File: src/design/svm_pkg.sv
// Constants, field layout and timing counts of the supply monitor front end.
// Assumes a single 50 MHz system clock; the master and array clocks are derived.
//
// Function
// - Six independent channels, each with own trip comparator, filter and configuration.
// - Trip point from coarse code 4..f and fine code 10..1f, 192 points.
// - Channel output high when input is above threshold, low otherwise.
// - Rising supply sets output only when the rising trip level is crossed.
// - Falling supply clears output only at the lower falling trip level.
// - Hysteresis gap follows coarse range, 8 mV lowest up to 60 mV highest.
// - Selectable 75 mV ground detect threshold, applied without any hysteresis.
// - Filter enabled delays a comparator decision by 48 us.
// - Filter disabled delays a comparator decision by 12 us.
// - Channel outputs always sampled on the logic array clock.
// - Logic array clock is the 8 MHz master clock divided by 32.
// - Comparator state and filters run on the master clock.
package svm_pkg;

  localparam int          NUM_CH        = 6;
  localparam int          CLK_MHZ       = 50;
  localparam int          MCLK_MHZ      = 8;
  localparam logic [5:0]  ACC_STEP      = 6'(MCLK_MHZ);
  localparam logic [5:0]  ACC_MOD       = 6'(CLK_MHZ);
  localparam logic [4:0]  LA_DIV_LAST   = 5'h1f;
  localparam int          LA_PERIOD_CYC = 200;

  localparam int          FILT_ON_NS    = 48000;
  localparam int          FILT_OFF_NS   = 12000;
  localparam logic [8:0]  FILT_ON_TICKS = 9'(FILT_ON_NS * MCLK_MHZ / 1000);
  localparam logic [8:0]  FILT_OFF_TICKS = 9'(FILT_OFF_NS * MCLK_MHZ / 1000);

  localparam logic [7:0]  CFG_BASE      = 8'h00;
  localparam logic [7:0]  STATUS_ADDR   = 8'h20;
  localparam logic [7:0]  EVENT_ADDR    = 8'h24;

  localparam int          COARSE_LSB    = 0;
  localparam int          FINE_LSB      = 4;
  localparam int          FINE_TOP      = 8;
  localparam int          ZERO_BIT      = 9;
  localparam int          FEN_BIT       = 10;
  localparam int          OV_BIT        = 11;
  localparam logic [3:0]  COARSE_MIN    = 4'h4;
  localparam logic [11:0] CFG_RST       = 12'h50f;

  localparam int          STAT_FILT_LSB = 8;
  localparam int          STAT_HYST_LSB = 16;
  localparam int          EVT_FALL_LSB  = 8;

endpackage : svm_pkg

File: src/design/svm_tick_if.sv
// Timing strobes shared by the clock divider and the channel filters.
// Both strobes are one system cycle long and synchronous to i_clk.
`timescale 1ns/1ps
interface svm_tick_if;
  logic master_tick;
  logic la_tick;
  modport src (output master_tick, output la_tick);
  modport snk (input master_tick, input la_tick);
endinterface : svm_tick_if

File: src/design/svm_clkgen.sv
// Master clock and logic array clock strobes derived from the system clock.
// Assumes i_clk at 50 MHz; the accumulator gives an exact 8 MHz average rate.
`timescale 1ns/1ps
module svm_clkgen (
  // Clock and reset
  input  wire logic   i_clk,
  input  wire logic   i_resetn,
  // Strobes out
  svm_tick_if.src     tick
);

  logic [5:0] acc_reg;
  logic [4:0] div_reg;
  logic       mtick_reg;
  logic       latick_reg;
  logic [5:0] acc_sum;

  assign acc_sum = acc_reg + svm_pkg::ACC_STEP;

  // Fractional divider; jitter of one system cycle is far below a filter step
  always_ff @(posedge i_clk or negedge i_resetn) begin
    if (!i_resetn) begin
      acc_reg   <= 6'h00;
      mtick_reg <= 1'b0;
    end else if (acc_sum >= svm_pkg::ACC_MOD) begin
      acc_reg   <= acc_sum - svm_pkg::ACC_MOD;
      mtick_reg <= 1'b1;
    end else begin
      acc_reg   <= acc_sum;
      mtick_reg <= 1'b0;
    end
  end

  always_ff @(posedge i_clk or negedge i_resetn) begin
    if (!i_resetn) begin
      div_reg    <= 5'h00;
      latick_reg <= 1'b0;
    end else begin
      latick_reg <= mtick_reg && (div_reg == svm_pkg::LA_DIV_LAST);
      if (mtick_reg) begin
        div_reg <= div_reg + 5'h01;
      end
    end
  end

  assign tick.master_tick = mtick_reg;
  assign tick.la_tick     = latick_reg;

  logic [7:0] gap_cnt;
  logic       gap_seen;
  always_ff @(posedge i_clk or negedge i_resetn) begin
    if (!i_resetn) begin
      gap_cnt  <= 8'h00;
      gap_seen <= 1'b0;
    end else if (latick_reg) begin
      gap_cnt  <= 8'h01;
      gap_seen <= 1'b1;
    end else if (gap_cnt != 8'hff) begin
      gap_cnt <= gap_cnt + 8'h01;
    end
  end

  la_period_a: assert property (@(posedge i_clk) disable iff (!i_resetn)
    (latick_reg && gap_seen) |-> (gap_cnt == 8'(svm_pkg::LA_PERIOD_CYC)))
    else $error("logic array strobe period wrong");

endmodule : svm_clkgen

File: src/design/svm_chan_filter.sv
// One monitor channel: comparator hysteresis state and the glitch filter.
// Assumes the analog side supplies three comparator levels for the channel.
`timescale 1ns/1ps
module svm_chan_filter (
  // Clock and reset
  input  wire logic i_clk,
  input  wire logic i_resetn,
  svm_tick_if.snk   tick,
  // Comparator levels
  input  wire logic i_rise,
  input  wire logic i_fall,
  input  wire logic i_zero,
  // Configuration
  input  wire logic i_zero_sel,
  input  wire logic i_filt_en,
  // Results
  output logic      o_hyst_state,
  output logic      o_level
);

  logic       hyst_reg;
  logic       level_reg;
  logic [8:0] stable_cnt;
  logic [8:0] win;

  assign win = i_filt_en ? svm_pkg::FILT_ON_TICKS : svm_pkg::FILT_OFF_TICKS;

  // Comparator decision taken on master clock
  always_ff @(posedge i_clk or negedge i_resetn) begin
    if (!i_resetn) begin
      hyst_reg <= 1'b0;
    end else if (tick.master_tick) begin
      if (i_zero_sel) begin
        hyst_reg <= i_zero;
      end else if (!hyst_reg) begin
        hyst_reg <= i_rise;
      end else begin
        hyst_reg <= i_fall;
      end
    end
  end

  // Level must hold for the whole window before it passes
  always_ff @(posedge i_clk or negedge i_resetn) begin
    if (!i_resetn) begin
      stable_cnt <= 9'h000;
      level_reg  <= 1'b0;
    end else if (hyst_reg == level_reg) begin
      stable_cnt <= 9'h000;
    end else if (tick.master_tick) begin
      if (stable_cnt >= win - 9'h001) begin
        stable_cnt <= 9'h000;
        level_reg  <= hyst_reg;
      end else begin
        stable_cnt <= stable_cnt + 9'h001;
      end
    end
  end

  assign o_hyst_state = hyst_reg;
  assign o_level      = level_reg;

  hyst_rise_a: assert property (@(posedge i_clk) disable iff (!i_resetn)
    ($rose(hyst_reg) && !$past(i_zero_sel)) |-> $past(i_rise))
    else $error("set without rising trip");

  hyst_fall_a: assert property (@(posedge i_clk) disable iff (!i_resetn)
    ($fell(hyst_reg) && !$past(i_zero_sel)) |-> !$past(i_fall))
    else $error("clear above falling trip");

  zero_nohyst_a: assert property (@(posedge i_clk) disable iff (!i_resetn)
    (tick.master_tick && i_zero_sel) |=> (hyst_reg == $past(i_zero)))
    else $error("zero detect not direct");

  filt_window_a: assert property (@(posedge i_clk) disable iff (!i_resetn)
    $changed(level_reg) |-> ($past(tick.master_tick) && $past(stable_cnt) == $past(win) - 9'h001))
    else $error("filter passed early");

  filt_sel_a: assert property (@(posedge i_clk) disable iff (!i_resetn)
    i_filt_en |-> (win == 9'd384))
    else $error("filter on window wrong");

  filt_off_a: assert property (@(posedge i_clk) disable iff (!i_resetn)
    !i_filt_en |-> (win == 9'd96))
    else $error("filter off window wrong");

endmodule : svm_chan_filter

File: src/design/svm_front_end.sv
// Top of the six-channel supply monitor front end with its register port.
// Assumes external comparators for rising, falling and 75 mV levels per channel,
// and a register master that keeps strobes one cycle long and never overlapping.
//
// Decided for this implementation: strobed register access and the register addresses.
`timescale 1ns/1ps
module svm_front_end (
  // Clock and reset
  input  wire logic        i_clk,
  input  wire logic        i_resetn,
  // Register port
  input  wire logic [7:0]  i_addr,
  input  wire logic [31:0] i_wr_data,
  input  wire logic        i_wr_en,
  input  wire logic        i_rd_en,
  output logic      [31:0] o_rd_data,
  // Comparator levels, monitored_supply_input above each trip
  input  wire logic [5:0]  i_cmp_rise,
  input  wire logic [5:0]  i_cmp_fall,
  input  wire logic [5:0]  i_cmp_zero,
  // Analog trip control
  output logic [5:0][8:0]  o_trip_select_code,
  output logic [5:0]       o_trip_set_ov,
  output logic [5:0]       o_zero_detect_sel,
  output logic [5:0][5:0]  o_hyst_mv,
  // Logic array side
  output logic [5:0]       o_channel_out,
  output logic             o_logic_array_clock
);

  // Gap of the comparator in mV for a coarse range
  function automatic logic [5:0] svm_gap_mv(input logic [3:0] coarse, input logic zero);
    logic [5:0] gap;
    case (coarse)
      4'hf:    gap = 6'h08;
      4'he:    gap = 6'h0a;
      4'hd:    gap = 6'h0c;
      4'hc:    gap = 6'h0e;
      4'hb:    gap = 6'h11;
      4'ha:    gap = 6'h13;
      4'h9:    gap = 6'h17;
      4'h8:    gap = 6'h1c;
      4'h7:    gap = 6'h21;
      4'h6:    gap = 6'h27;
      4'h5:    gap = 6'h32;
      4'h4:    gap = 6'h3c;
      default: gap = 6'h00;
    endcase
    return zero ? 6'h00 : gap;
  endfunction : svm_gap_mv

  // Channel index of a configuration word, or 7 when not one
  function automatic logic [2:0] svm_cfg_ch(input logic [7:0] addr);
    logic [2:0] ch;
    ch = 3'h7;
    if (addr[1:0] == 2'h0 && addr >= svm_pkg::CFG_BASE
        && addr < svm_pkg::CFG_BASE + 8'(4 * svm_pkg::NUM_CH)) begin
      ch = 3'(addr[4:2] - svm_pkg::CFG_BASE[4:2]);
    end
    return ch;
  endfunction : svm_cfg_ch

  svm_tick_if tick ();

  svm_clkgen u_clkgen (
    .i_clk    (i_clk),
    .i_resetn (i_resetn),
    .tick     (tick)
  );

  logic [5:0][11:0] cfg_reg;
  logic [5:0][5:0]  hyst_mv_reg;
  logic [5:0]       chan_out_reg;
  logic [5:0]       chan_out_next;
  logic [5:0]       filt_level;
  logic [5:0]       hyst_state;
  logic [11:0]      evt_reg;
  logic [31:0]      rd_data_reg;
  logic             la_clk_reg;
  logic [2:0]       wr_ch;
  logic [2:0]       rd_ch;
  logic [3:0]       wr_coarse;
  logic             wr_fine_ok;

  assign wr_ch      = svm_cfg_ch(i_addr);
  assign rd_ch      = wr_ch;
  assign wr_coarse  = i_wr_data[svm_pkg::COARSE_LSB +: 4];
  assign wr_fine_ok = i_wr_data[svm_pkg::FINE_TOP];

  // Per-channel configuration; an out-of-range trip code leaves the old one
  always_ff @(posedge i_clk or negedge i_resetn) begin
    if (!i_resetn) begin
      cfg_reg <= {svm_pkg::NUM_CH{svm_pkg::CFG_RST}};
    end else if (i_wr_en && wr_ch != 3'h7) begin
      cfg_reg[wr_ch][svm_pkg::OV_BIT:svm_pkg::ZERO_BIT]
        <= i_wr_data[svm_pkg::OV_BIT:svm_pkg::ZERO_BIT];
      if (wr_coarse >= svm_pkg::COARSE_MIN && wr_fine_ok) begin
        cfg_reg[wr_ch][svm_pkg::FINE_TOP:0] <= i_wr_data[svm_pkg::FINE_TOP:0];
      end
    end
  end

  // Gap follows the stored range one cycle after the trip code, so the analog side sees a stale pair for that cycle
  always_ff @(posedge i_clk or negedge i_resetn) begin
    if (!i_resetn) begin
      hyst_mv_reg <= '0;
    end else begin
      for (int c = 0; c < svm_pkg::NUM_CH; c++) begin
        hyst_mv_reg[c] <= svm_gap_mv(cfg_reg[c][svm_pkg::COARSE_LSB +: 4],
                                     cfg_reg[c][svm_pkg::ZERO_BIT]);
      end
    end
  end

  genvar g;
  generate
    for (g = 0; g < svm_pkg::NUM_CH; g++) begin : g_chan
      svm_chan_filter u_filter (
        .i_clk        (i_clk),
        .i_resetn     (i_resetn),
        .tick         (tick),
        .i_rise       (i_cmp_rise[g]),
        .i_fall       (i_cmp_fall[g]),
        .i_zero       (i_cmp_zero[g]),
        .i_zero_sel   (cfg_reg[g][svm_pkg::ZERO_BIT]),
        .i_filt_en    (cfg_reg[g][svm_pkg::FEN_BIT]),
        .o_hyst_state (hyst_state[g]),
        .o_level      (filt_level[g])
      );
      assign o_trip_select_code[g] = cfg_reg[g][svm_pkg::FINE_TOP:0];
      assign o_trip_set_ov[g]      = cfg_reg[g][svm_pkg::OV_BIT];
      assign o_zero_detect_sel[g]  = cfg_reg[g][svm_pkg::ZERO_BIT];
    end
  endgenerate

  // Registered into the array domain only on its clock strobe
  assign chan_out_next = tick.la_tick ? filt_level : chan_out_reg;

  always_ff @(posedge i_clk or negedge i_resetn) begin
    if (!i_resetn) begin
      chan_out_reg <= 6'h00;
    end else begin
      chan_out_reg <= chan_out_next;
    end
  end

  always_ff @(posedge i_clk or negedge i_resetn) begin
    if (!i_resetn) begin
      la_clk_reg <= 1'b0;
    end else begin
      la_clk_reg <= tick.la_tick;
    end
  end

  // Edge events; a new edge in the clearing cycle stays set
  always_ff @(posedge i_clk or negedge i_resetn) begin
    if (!i_resetn) begin
      evt_reg <= 12'h000;
    end else begin
      evt_reg <= (evt_reg & ~((i_wr_en && i_addr == svm_pkg::EVENT_ADDR)
                              ? i_wr_data[11:0] : 12'h000))
               | {chan_out_reg & ~chan_out_next, chan_out_next & ~chan_out_reg};
    end
  end

  always_ff @(posedge i_clk or negedge i_resetn) begin
    if (!i_resetn) begin
      rd_data_reg <= 32'h0000_0000;
    end else if (!i_rd_en) begin
      rd_data_reg <= 32'h0000_0000;
    end else if (rd_ch != 3'h7) begin
      rd_data_reg <= {20'h00000, cfg_reg[rd_ch]};
    end else if (i_addr == svm_pkg::STATUS_ADDR) begin
      rd_data_reg <= {10'h000, hyst_state, 2'h0, filt_level, 2'h0, chan_out_reg};
    end else if (i_addr == svm_pkg::EVENT_ADDR) begin
      rd_data_reg <= {16'h0000, 2'h0, evt_reg[11:6], 2'h0, evt_reg[5:0]};
    end else begin
      rd_data_reg <= 32'h0000_0000;
    end
  end

  assign o_rd_data           = rd_data_reg;
  assign o_hyst_mv           = hyst_mv_reg;
  assign o_channel_out       = chan_out_reg;
  assign o_logic_array_clock = la_clk_reg;

  sync_la_a: assert property (@(posedge i_clk) disable iff (!i_resetn)
    $changed(chan_out_reg) |-> ($past(tick.la_tick) && chan_out_reg == $past(filt_level)))
    else $error("channel output moved off the array clock");

  out_low_a: assert property (@(posedge i_clk) disable iff (!i_resetn)
    $rose(chan_out_reg[2]) |-> $past(filt_level[2]))
    else $error("channel output high without qualified sample");

  coarse_ok_a: assert property (@(posedge i_clk) disable iff (!i_resetn)
    (cfg_reg[0][3:0] >= svm_pkg::COARSE_MIN) && cfg_reg[0][svm_pkg::FINE_TOP])
    else $error("illegal trip code stored");

  gap_range_a: assert property (@(posedge i_clk) disable iff (!i_resetn)
    (cfg_reg[0][3:0] == 4'hf && !cfg_reg[0][svm_pkg::ZERO_BIT]) |=> (o_hyst_mv[0] == 6'h08))
    else $error("lowest range gap not 8 mV");

  gap_zero_a: assert property (@(posedge i_clk) disable iff (!i_resetn)
    cfg_reg[4][svm_pkg::ZERO_BIT] |=> (o_hyst_mv[4] == 6'h00))
    else $error("hysteresis on zero detect");

endmodule : svm_front_end

File: config.mk
export PLATFORM = sky130hd
export DESIGN_NAME = svm_front_end
export DESIGN_NICKNAME = d
export VERILOG_FILES = /design/src/design/svm_pkg.sv /design/src/design/svm_tick_if.sv /design/src/design/svm_clkgen.sv /design/src/design/svm_chan_filter.sv /design/src/design/svm_front_end.sv
export SDC_FILE = /design/constraint.sdc
export NUM_CORES = 1
export LEC_CHECK = 0
export BUFFER_PORTS_ARGS = -buffer_cell sky130_fd_sc_hd__buf_2
export CAP_MARGIN = 5
export CORE_ASPECT_RATIO = 1.75
export CORE_MARGIN = 2
export CORE_UTILIZATION = 60
export CTS_CLUSTER_SIZE = 8
export DETAILED_ROUTE_END_ITERATION = 16
export GPL_TIMING_DRIVEN = 0
export PLACE_DENSITY_LB_ADDON = 0.05
export SYNTH_ARGS = -nofsm -noshare
export SYNTH_HDL_FRONTEND = slang
export SYNTH_SLANG_ARGS = --single-unit
File: constraint.sdc
create_clock -name i_clk -period 6.7 [get_ports i_clk]
set_input_delay 1.34 -clock i_clk [delete_from_list [all_inputs] [get_ports i_clk]]
set_output_delay 1.34 -clock i_clk [all_outputs]
set_load 0.02 [all_outputs]
---- After elaboration in Yosys (flattened, before gate mapping) ----
Memories as Yosys holds them, arrays and structs flattened.
Cells that the tools add are included.
word-level totals
  output and inout bits ................... 141
  word-level logic and storage cells ...... 174
  memories kept ........................... 6
  bits in read-only memories .............. 576
  register bits after elaboration ......... 238
  input bits .............................. 62
memories
  name              words  width  read ports  clocked after memory_dff  write ports  RTL line             source
  (name not given)  16     6      1           0                         0            svm_front_end.sv:34  case (coarse)
  (name not given)  16     6      1           0                         0            svm_front_end.sv:34
  (name not given)  16     6      1           0                         0            svm_front_end.sv:34
  (name not given)  16     6      1           0                         0            svm_front_end.sv:34
  (name not given)  16     6      1           0                         0            svm_front_end.sv:34
  (name not given)  16     6      1           0                         0            svm_front_end.sv:34
operators by class
  mux-type cells .......................... 60
  $lt $le $gt $ge ......................... 12
  $add $sub $neg .......................... 15
  bitwise gates (word level) .............. 13
  reduce and logical (&&, ||, !) cells .... 20
  equal/unequal tests ..................... 10
operator list
  cell                 count
  $mux 9               25
  $bwmux 72            2
  $demux 12 s3         2
  $mux 72              1
  $add 9x1->9 const B  6
  $ge 9x9->1           6
  $sub 9x1->9 const B  6
  $mux 6               8
  $mux 22              2
  $bmux 12 s3          1
  $mux 12              3
  $mux 32              1
  $reduce_and 3->1     6
  $eq 8x6->1 const B   2
  $mux 14              1
  $mux 1               13
  $and 12x12->12       1
  $and 6x6->6          2
  $not 12->12          1
  $not 6->6            2
  $or 12x12->12        1
  $reduce_bool 2->1    6
  $ge 8x1->1 const B   1
  $lt 8x5->1 const B   1
  14 further kinds     30

---- Longest topological paths before layout ----
Gate-level depths: netlist of run 1.
  depth in word-level cells ............... 11
  depth in mapped cells ................... 8
  depth with buffers taken out ............ 6

---- Hierarchy ----
A second synthesis of run 1 with hierarchy kept.
unflattened totals
  cells, all modules ...................... 1,041
  area total of the unflattened synthesis .. 11,731.3 um2
by module, submodules not included
  module           cells each  times used  area each (um2)
  svm_front_end    628         1           7,104.3
  svm_chan_filter  61          6           673.1
  svm_clkgen       47          1           588.1

---- Worst setup path before layout of run 1 ----
No wires, ideal clock.
  path type ............................... in2reg
  start point ............................. input port i_addr[1]
  end point ............................... register cfg_reg, in the netlist o_trip_select_code[31]
  arrival time ............................ 2.831 ns
  setup slack ............................. 3.744 ns
  path buffers ............................ 0
  stages on the path ...................... 4
  cell sequence ........................... or4_4 -> or3_4 -> nor2_8 -> mux2_2
between the ends
  longest elaborated chain between the ends .. 10
  elaborated cells on any way between the ends .. 17
  those cells by class .................... 4 x order compare; 1 x eq/ne; 7 x mux; 5 x reduce/logical
RTL lines
  item                                                            RTL line             source
  start: declaration                                              svm_front_end.sv:12  input wire logic [7:0] i_addr,
  $ge 8x1->1 or $logic_not 2->1 (tied branches)                   svm_front_end.sv:56  if (addr[1:0] == 2'h0 && addr >= svm_pkg::CFG_BASE
  $logic_and 1x1->1                                               svm_front_end.sv:56
  $logic_and 1x1->1 (*)                                           svm_front_end.sv:57  && addr < svm_pkg::CFG_BASE + 8'(4 * svm_pkg::NUM_CH)) begin
  $mux 3 (*)                                                      svm_front_end.sv:56
  $lt 3x4->1 (not written as such) or $ge 3x1->1 (tied branches)  svm_front_end.sv:98  cfg_reg[wr_ch][svm_pkg::FINE_TOP:0] <= i_wr_data[svm_pkg::FINE_TOP:0];
  $logic_and 1x1->1 (not written as such)                         svm_front_end.sv:98
  $mux 9 (not written as such)                                    svm_front_end.sv:98
  $demux 12 s3                                                    svm_front_end.sv:98
  $bwmux 72                                                       svm_front_end.sv:98
  $mux 72                                                         svm_front_end.sv:97  if (wr_coarse >= svm_pkg::COARSE_MIN && wr_fine_ok) begin
  end signal: assignment                                          svm_front_end.sv:93  cfg_reg <= {svm_pkg::NUM_CH{svm_pkg::CFG_RST}};
  end signal: indexed assignment                                  svm_front_end.sv:98
  end: declaration                                                svm_front_end.sv:71  logic [5:0][11:0] cfg_reg;
Every way passes the cells marked *; elsewhere a longest branch is shown, timed or not.
A chain may end at the register's enable or synchronous reset.

---- Worst setup path in the final report of run 1 ----
  start point ............................. input port i_addr[2]
  end point ............................... register rd_data_reg[10] (netlist: o_rd_data[10])
between the ends
  longest elaborated chain between the ends .. 8
  elaborated cells on any way between the ends .. 14
  those cells by class .................... 2 x order compare; 3 x eq/ne; 7 x mux; 2 x reduce/logical
RTL lines
  item                           RTL line              source
  $ge 8x1->1                     svm_front_end.sv:56
  $logic_and 1x1->1              svm_front_end.sv:56
  $logic_and 1x1->1              svm_front_end.sv:57
  $mux 3                         svm_front_end.sv:56
  $bmux 12 s3                    svm_front_end.sv:172  rd_data_reg <= {20'h00000, cfg_reg[rd_ch]};
  $mux 12 (not written as such)  svm_front_end.sv:172
  $mux 22 (*)                    svm_front_end.sv:171  end else if (rd_ch != 3'h7) begin
  $mux 32 (*)                    svm_front_end.sv:169  end else if (!i_rd_en) begin
  end signal: assignment         svm_front_end.sv:172
  end signal: assignment         svm_front_end.sv:174  rd_data_reg <= {10'h000, hyst_state, 2'h0, filt_level, 2'h0, chan_out_reg};
  end signal: assignment         svm_front_end.sv:176  rd_data_reg <= {16'h0000, 2'h0, evt_reg[11:6], 2'h0, evt_reg[5:0]};
  end: declaration               svm_front_end.sv:78   logic [31:0] rd_data_reg;
Every way passes the cells marked *; elsewhere a longest branch is shown, timed or not. The select of a mux whose other input is x is not followed.

==> metrics.csv, run 1 <==
metric,value,unit
status,finished clean,
fin_nets,1349,
yosys-top-cells-area,"dfrtp_1 42%, dfstp_2 8.5%, mux2_2 8.2%",
viasPerCell,5.878,
die_height,184.6,um
fin_area,13390,um2
die-width,107.2,um
critPathMaxStageDelay,0.40,ns
path_clk_slew,0.05,ns
dpl.hpwl,20580,um
place_congestion,0.9149,
required,7.03,ns
end_kind,flop,
crit_arrival,3.21,ns
crit_buf_inv,5,
dr.first_iter.drc_count,457,
synth-edff-count,0,
clockBufferDepth,3,
crit_type,primary input to flop,
leakagePower,6.450,nW
port_buffers,169,
grt_max_degree,127,
clock_sinks,225,
final_cells,1520,
place_inst,1458,
finalCoreUtilization,0.7271,
grt_pass1_vias,9032,
setup_viol_count_final,0,
cts_buffers,34,
critical-path-top-delay-family,buffers and inverters,
cts_resized,0,
antenna_found_initial,0,
worst_slack,3.822,ns
syn-instance-count,1039,
first_pass_iters,5,
start_util,0.6073,
powerDensity,241.9,nW/um2
wire_per_inst,18.96,um
drive_above_1_share,0.2933,
grt-ovfl-total,0,
post_cts_buffers,0,
worstMarginPinSlew,0.8440,ns
syn_area,11180,um2
core,18420,um2
grt_first_pass_wirelength,45890,um
grtUsageTotal,0.2954,
yosysMostFrequentCell,dfrtp_1,
insertion_delay,0.50,ns
cts_root_buffer,clkbuf_16,
worst-path-max-fanout,10,
dp_worst_setup_slack,3.361,ns
hold_slack,0.4590,ns
synth_common_cells,"189 x dfrtp_1, 81 x mux2_2, 79 x nand2_1",
final_antenna_net_count,0,
synthArstFlopShare,1.000,
ctsHoldBuffers,0,
wl_met1,10730,um
fin_crit,2.878,ns
synthFlopType,dfrtp_1,
yosysWarnings,0,
wl_met3,1778,um
drt-total-wl,28810,um
ys_seq_elements,225,
multiInputGateArea,5035,um2
max_cap_viol_count,0,
cp-start-kind,primary input,
routed-via-count,8935,
min_path_type,flop to flop,
place_area,12410,um2
area_growth,19.72,%
total_power,3.239,mW
drc_errors,0,
boundaryPins,203,
placementRows,66,
cp_cell_sequence,"buf_2, buf_2, buf_2, buf_2, buf_2, mux2i_1, o22ai_1",
drv_slew,0,
fin_crit_sh,0.4295,
cts_tree,built,
vdd.ir_drop.worst,0.2218,mV
netlist.area_leader.share,0.4229,
wl_met2,15290,um
fp.dieArea,19790,um2
slew_headroom,0.4228,
synthDistinctLibCells,61,
synth_seq_area_share,0.5075,
final_hold_viol_count,0,
top_layer_used,met4,
rsz0062_at_grt,no,
n_fill_cell,1404,
num_antenna_cells,0,
synth_area_leader_cell,dfrtp_1,
avgSynthCellArea,10.76,um2
seqCellArea,5675,um2
fin_tns_setup,0,ns
critical_path.most_common_cell,buf_2,
ctsHtreeMaxLevel,2,
critical_path.slowest_cell,buf_2,
worst_clock_skew,0.01899,ns
max_freq,347.5,MHz
routing by layer:
metal	vias to the layer above	GRT usage
li1	4128	-
met1	4428	0.3385
met2	315	0.5357
met3	64	0.05269
met4	0	0.1226
met5	-	0
worst reg2reg max path: cells and delay by family, from the launching register on:
| family | cells | cell delay, ns |
|---|---|---|
| AO/OA/AOI/OAI | 1 | 0.53 |
| flip-flops | 1 | 0.52 |
| multiplexers | 1 | 0.41 |
| AND/OR/NAND/NOR | 2 | 0.35 |
| buffers and inverters | 1 | 0.07 |
| adder cells (fa/ha/maj) | 1 | 0.31 |
logic make-up after synthesis:
group	synth area share
AND/OR/NAND/NOR	0.1375
adder cells (fa/ha/maj)	0.03468
flip-flops	0.5075
AO/OA/AOI/OAI	0.1283
multiplexers	0.1167
buffers and inverters	0.04598
other	0.0003353
XOR/XNOR	0.02898
layout by cell type (no fill, tap or decap), drive strengths merged, types with 4 or more instances in the layout:
cell	count
conb	12
mux2	81
dfstp	36
and4	4
and3	8
o21ai	47
o2bb2ai	5
a21oi	55
o2111ai	12
mux2i	19
nand3	26
o211ai	11
a21o	9
xnor2	11
nor2	74
a22o	6
or2	4
or4	4
o22ai	18
a32o	4
dfrtp	189
clkbuf	100
a31oi	13
nor4	5
a22oi	21
buf	195
ha	31
or3	5
inv	50
mux4	9
and2	10
nor2b	20
xor2	26
nand2b	17
nor3	19
nand2	80
nand4	17
final cells by class:
type	count	area share
multi-input combinational	709	0.3760
inverter	49	0.01374
clock buffer	58	0.07027
timing repair buffer	170	0.06598
buffer	67	0.02467
clock inverter	4	0.003177
sequential	225	0.4239
tap	238	0.02224
path summary, 6_finish.rpt:
| check | startpoint | to | slack (ns) | cells after the start |
|---|---|---|---|---|
| setup / recovery | i_addr[2] | o_rd_data[10] | 3.82 | 7 |
| hold / removal | u_clkgen.tick.la_tick | o_logic_array_clock | 0.46 | 0 |
| setup reg to reg | cfg_reg[58] | g_chan[4].u_filter.o_level | 4.38 | 6 |
| hold reg to reg | u_clkgen.tick.la_tick | o_logic_array_clock | 0.46 | 0 |
| max in group asynchronous | i_resetn | g_chan[3].u_filter.stable_cnt[1] | 4.75 | 2 |
| min in group asynchronous | i_resetn | u_clkgen.acc_reg[3] | 0.87 | 1 |
report_power, final:
group          leakage, nW  total, mW  switching (mW)  internal (mW)
clock network        0.467       1.56           0.608          0.955
registers             2.94       1.42          0.0276           1.40
logic                 3.04      0.252           0.166         0.0860
total                 6.45       3.24           0.803           2.44
Note: power is estimated with default switching activity, not from simulation.
==> run 2, diff against run 1 <==
--- a/config.mk
+++ b/config.mk
@@ -9,7 +9,7 @@
 export CAP_MARGIN = 5
 export CORE_ASPECT_RATIO = 1.75
 export CORE_MARGIN = 2
-export CORE_UTILIZATION = 60
+export CORE_UTILIZATION = 51
 export CTS_CLUSTER_SIZE = 8
 export DETAILED_ROUTE_END_ITERATION = 16
 export GPL_TIMING_DRIVEN = 0
==> constraint.sdc (replaced) <==
create_clock -name i_clk -period 2.64 [get_ports i_clk]
set_input_delay 0.528 -clock i_clk [delete_from_list [all_inputs] [get_ports i_clk]]
set_output_delay 0.528 -clock i_clk [all_outputs]
set_load 0.02 [all_outputs]
==> metrics.csv, run 2 (same netlist as run 1, synthesis figures left out) <==
metric,value,unit,change
status,finished clean,,unchanged
insertion_delay,0.52,ns,was 0.50 ns
dr.first_iter.drc_count,477,,was 457
powerDensity,608.5,nW/um2,was 241.9 nW/um2
drt-total-wl,29590,um,"was 28,810 um"
post_cts_buffers,0,,unchanged
cp-startpoint,cfg_reg[70],,was i_addr[2]
fin_crit_sh,0.8768,,
slew_headroom,0.4467,,was 0.4228
n_fill_cell,1843,,"was 1,404"
die-width,115.9,um,was 107.2 um
endpoint,g_chan[5].u_filter.o_level,,was o_rd_data[10]
reg2reg_depth,6,,unchanged
reg2reg_from,cfg_reg[70],,was cfg_reg[58]
crit_type,flop to flop,,was primary input to flop
num_antenna_cells,0,,unchanged
clockBufferDepth,3,,unchanged
fp.dieArea,23180,um2,"was 19,790 um2"
max_freq,432.0,MHz,
critical_path.slowest_cell,dfstp_2,,was buf_2
routed-via-count,8732,,"was 8,935"
fin_crit,2.315,ns,
cts_root_buffer,clkbuf_16,,unchanged
cp_cell_sequence,"inv_1, ha_1, and4b_1, nand3_1, a21oi_1, mux2_2",,"was buf_2, buf_2, buf_2, buf_2, buf_2, mux2i_1, o22ai_1"
grt_max_degree,102,,was 127
r2r_slack,0.33,ns,was 4.38 ns
layout_common_cells,"189 x dfrtp_1, 174 x buf_2, 81 x mux2_2",,unchanged
dpl.hpwl,21800,um,"was 20,580 um"
vdd.ir_drop.worst,0.5192,mV,was 0.2218 mV
start_util,0.5202,,was 0.6073
cts_buffers,34,,unchanged
path_clk_slew,0.05,ns,about the same
finalCoreUtilization,0.6273,,was 0.7271
mostFrequentLayoutCell,dfrtp_1,,unchanged
grt-ovfl-total,0,,unchanged
required,3.03,ns,was 7.03 ns
boundaryPins,203,,unchanged
core,21500,um2,"was 18,420 um2"
worst-path-max-fanout,7,,was 10
worst_slack,0.3254,ns,was 3.822 ns
crit_arrival,2.71,ns,was 3.21 ns
area_growth,20.60,%,was 19.72%
critPathMaxStageDelay,0.55,ns,was 0.40 ns
leakagePower,6.465,nW,was 6.450 nW
grt_first_pass_wirelength,46300,um,"was 45,890 um"
ctsHtreeMaxLevel,2,,unchanged
rsz0062_at_grt,no,,unchanged
drv_slew,0,,unchanged
final_hold_viol_count,0,,unchanged
fin_nets,1351,,"was 1,349"
clock_sinks,225,,unchanged
drc_errors,0,,unchanged
placementRows,71,,was 66
max_cap_viol_count,0,,unchanged
worstMarginPinSlew,0.8090,ns,was 0.8440 ns
end_kind,flop,,unchanged
antenna_found_initial,1,,was 0
setup_viol_count_final,0,,unchanged
wire_per_inst,18.80,um,was 18.96 um
viasPerCell,5.548,,was 5.878
cts_tree,built,,unchanged
first_pass_iters,5,,unchanged
grtUsageTotal,0.2604,,was 0.2954
drive_above_1_share,0.2941,,was 0.2933
die_height,199.9,um,was 184.6 um
min_path_type,primary input to flop,,was flop to flop
worst_clock_skew,0.01920,ns,was 0.01899 ns
cp-start-kind,flop,,was primary input
cts_resized,0,,unchanged
ctsHoldBuffers,1,,was 0
port_buffers,169,,unchanged
dp_worst_setup_slack,0.05249,ns,was 3.361 ns
grt_pass1_vias,8691,,"was 9,032"
place_congestion,0.8859,,was 0.9149
rr_endpoint,g_chan[5].u_filter.o_level,,was g_chan[4].u_filter.o_level
final_antenna_net_count,0,,unchanged
-- run 2: cell types whose count changed in the layout (fill, tap and decap cells not counted) --
cell,previous run,this run
buf_16,1,2
clkbuf_1,66,64
dlygate4sd3_1,0,1
-- run 2: metrics by stage --
step	std cells	hold WS [ns]	area, um2	setup TNS, ns	power [mW]
after floorplan	1050	0.2324	11220	0	4.023
after CTS	1574	0.2942	13490	0	8.305
after global routing	1574	0.3202	13490	0	8.502
after detailed placement	1513	0.4560	12500	0	4.316
final	1574	0.3138	13490	0	8.206
after global placement	1511	0.4560	12440	-591.27	4.295
-- run 2: area by class of cell --
type,count,area (um2),area share
inverter,49,183.9,0.01364
timing repair buffer,172,920.9,0.06828
clock buffer,56,933.4,0.06921
buffer,67,330.3,0.02449
tap,292,365.4,0.02709
clock inverter,4,42.54,0.003154
multi-input combinational,709,5035,0.3733
sequential,225,5675,0.4208
-- run 2: how the worst min path moves through the flow --
stage | from | endpoint | slack (ns) | cells after the start
3_3_place_gp | u_clkgen.tick.la_tick | o_logic_array_clock | 0.46 | 0
5_1_grt | i_wr_data[8] | evt_reg[8] | 0.32 | 3
3_5_place_dp | u_clkgen.tick.la_tick | o_logic_array_clock | 0.46 | 0
2_1_floorplan | i_resetn | evt_reg[0] | 0.23 | 0
6_report | i_cmp_rise[0] | g_chan[0].u_filter.o_hyst_state | 0.31 | 3
4_1_cts | i_cmp_rise[0] | g_chan[0].u_filter.o_hyst_state | 0.29 | 3
-- run 2: power breakdown --
part | leakage (nW) | switching, mW | internal, mW
clock network | 0.465 | 1.54 | 2.41
logic | 3.06 | 0.424 | 0.223
registers | 2.94 | 0.0701 | 3.54
-- run 2: worst max-delay path, delay by kind of cell, from the launching register on --
kind	cells	cell delay, ns
fa+ha+maj	1	0.30
mux	1	0.40
flops	1	0.55
buf+inv	1	0.07
compound gates	1	0.55
simple gates	2	0.33
-- run 2: metal layers --
metal | vias to the layer above | part of all wire | track usage
li1 | 4143 | - | -
met1 | 4273 | 0.38 | 0.3053
met2 | 249 | 0.53 | 0.4611
met3 | 65 | 0.050 | 0.05133
met4 | 2 | 0.036 | 0.1107
met5 | - | 0.00037 | 0
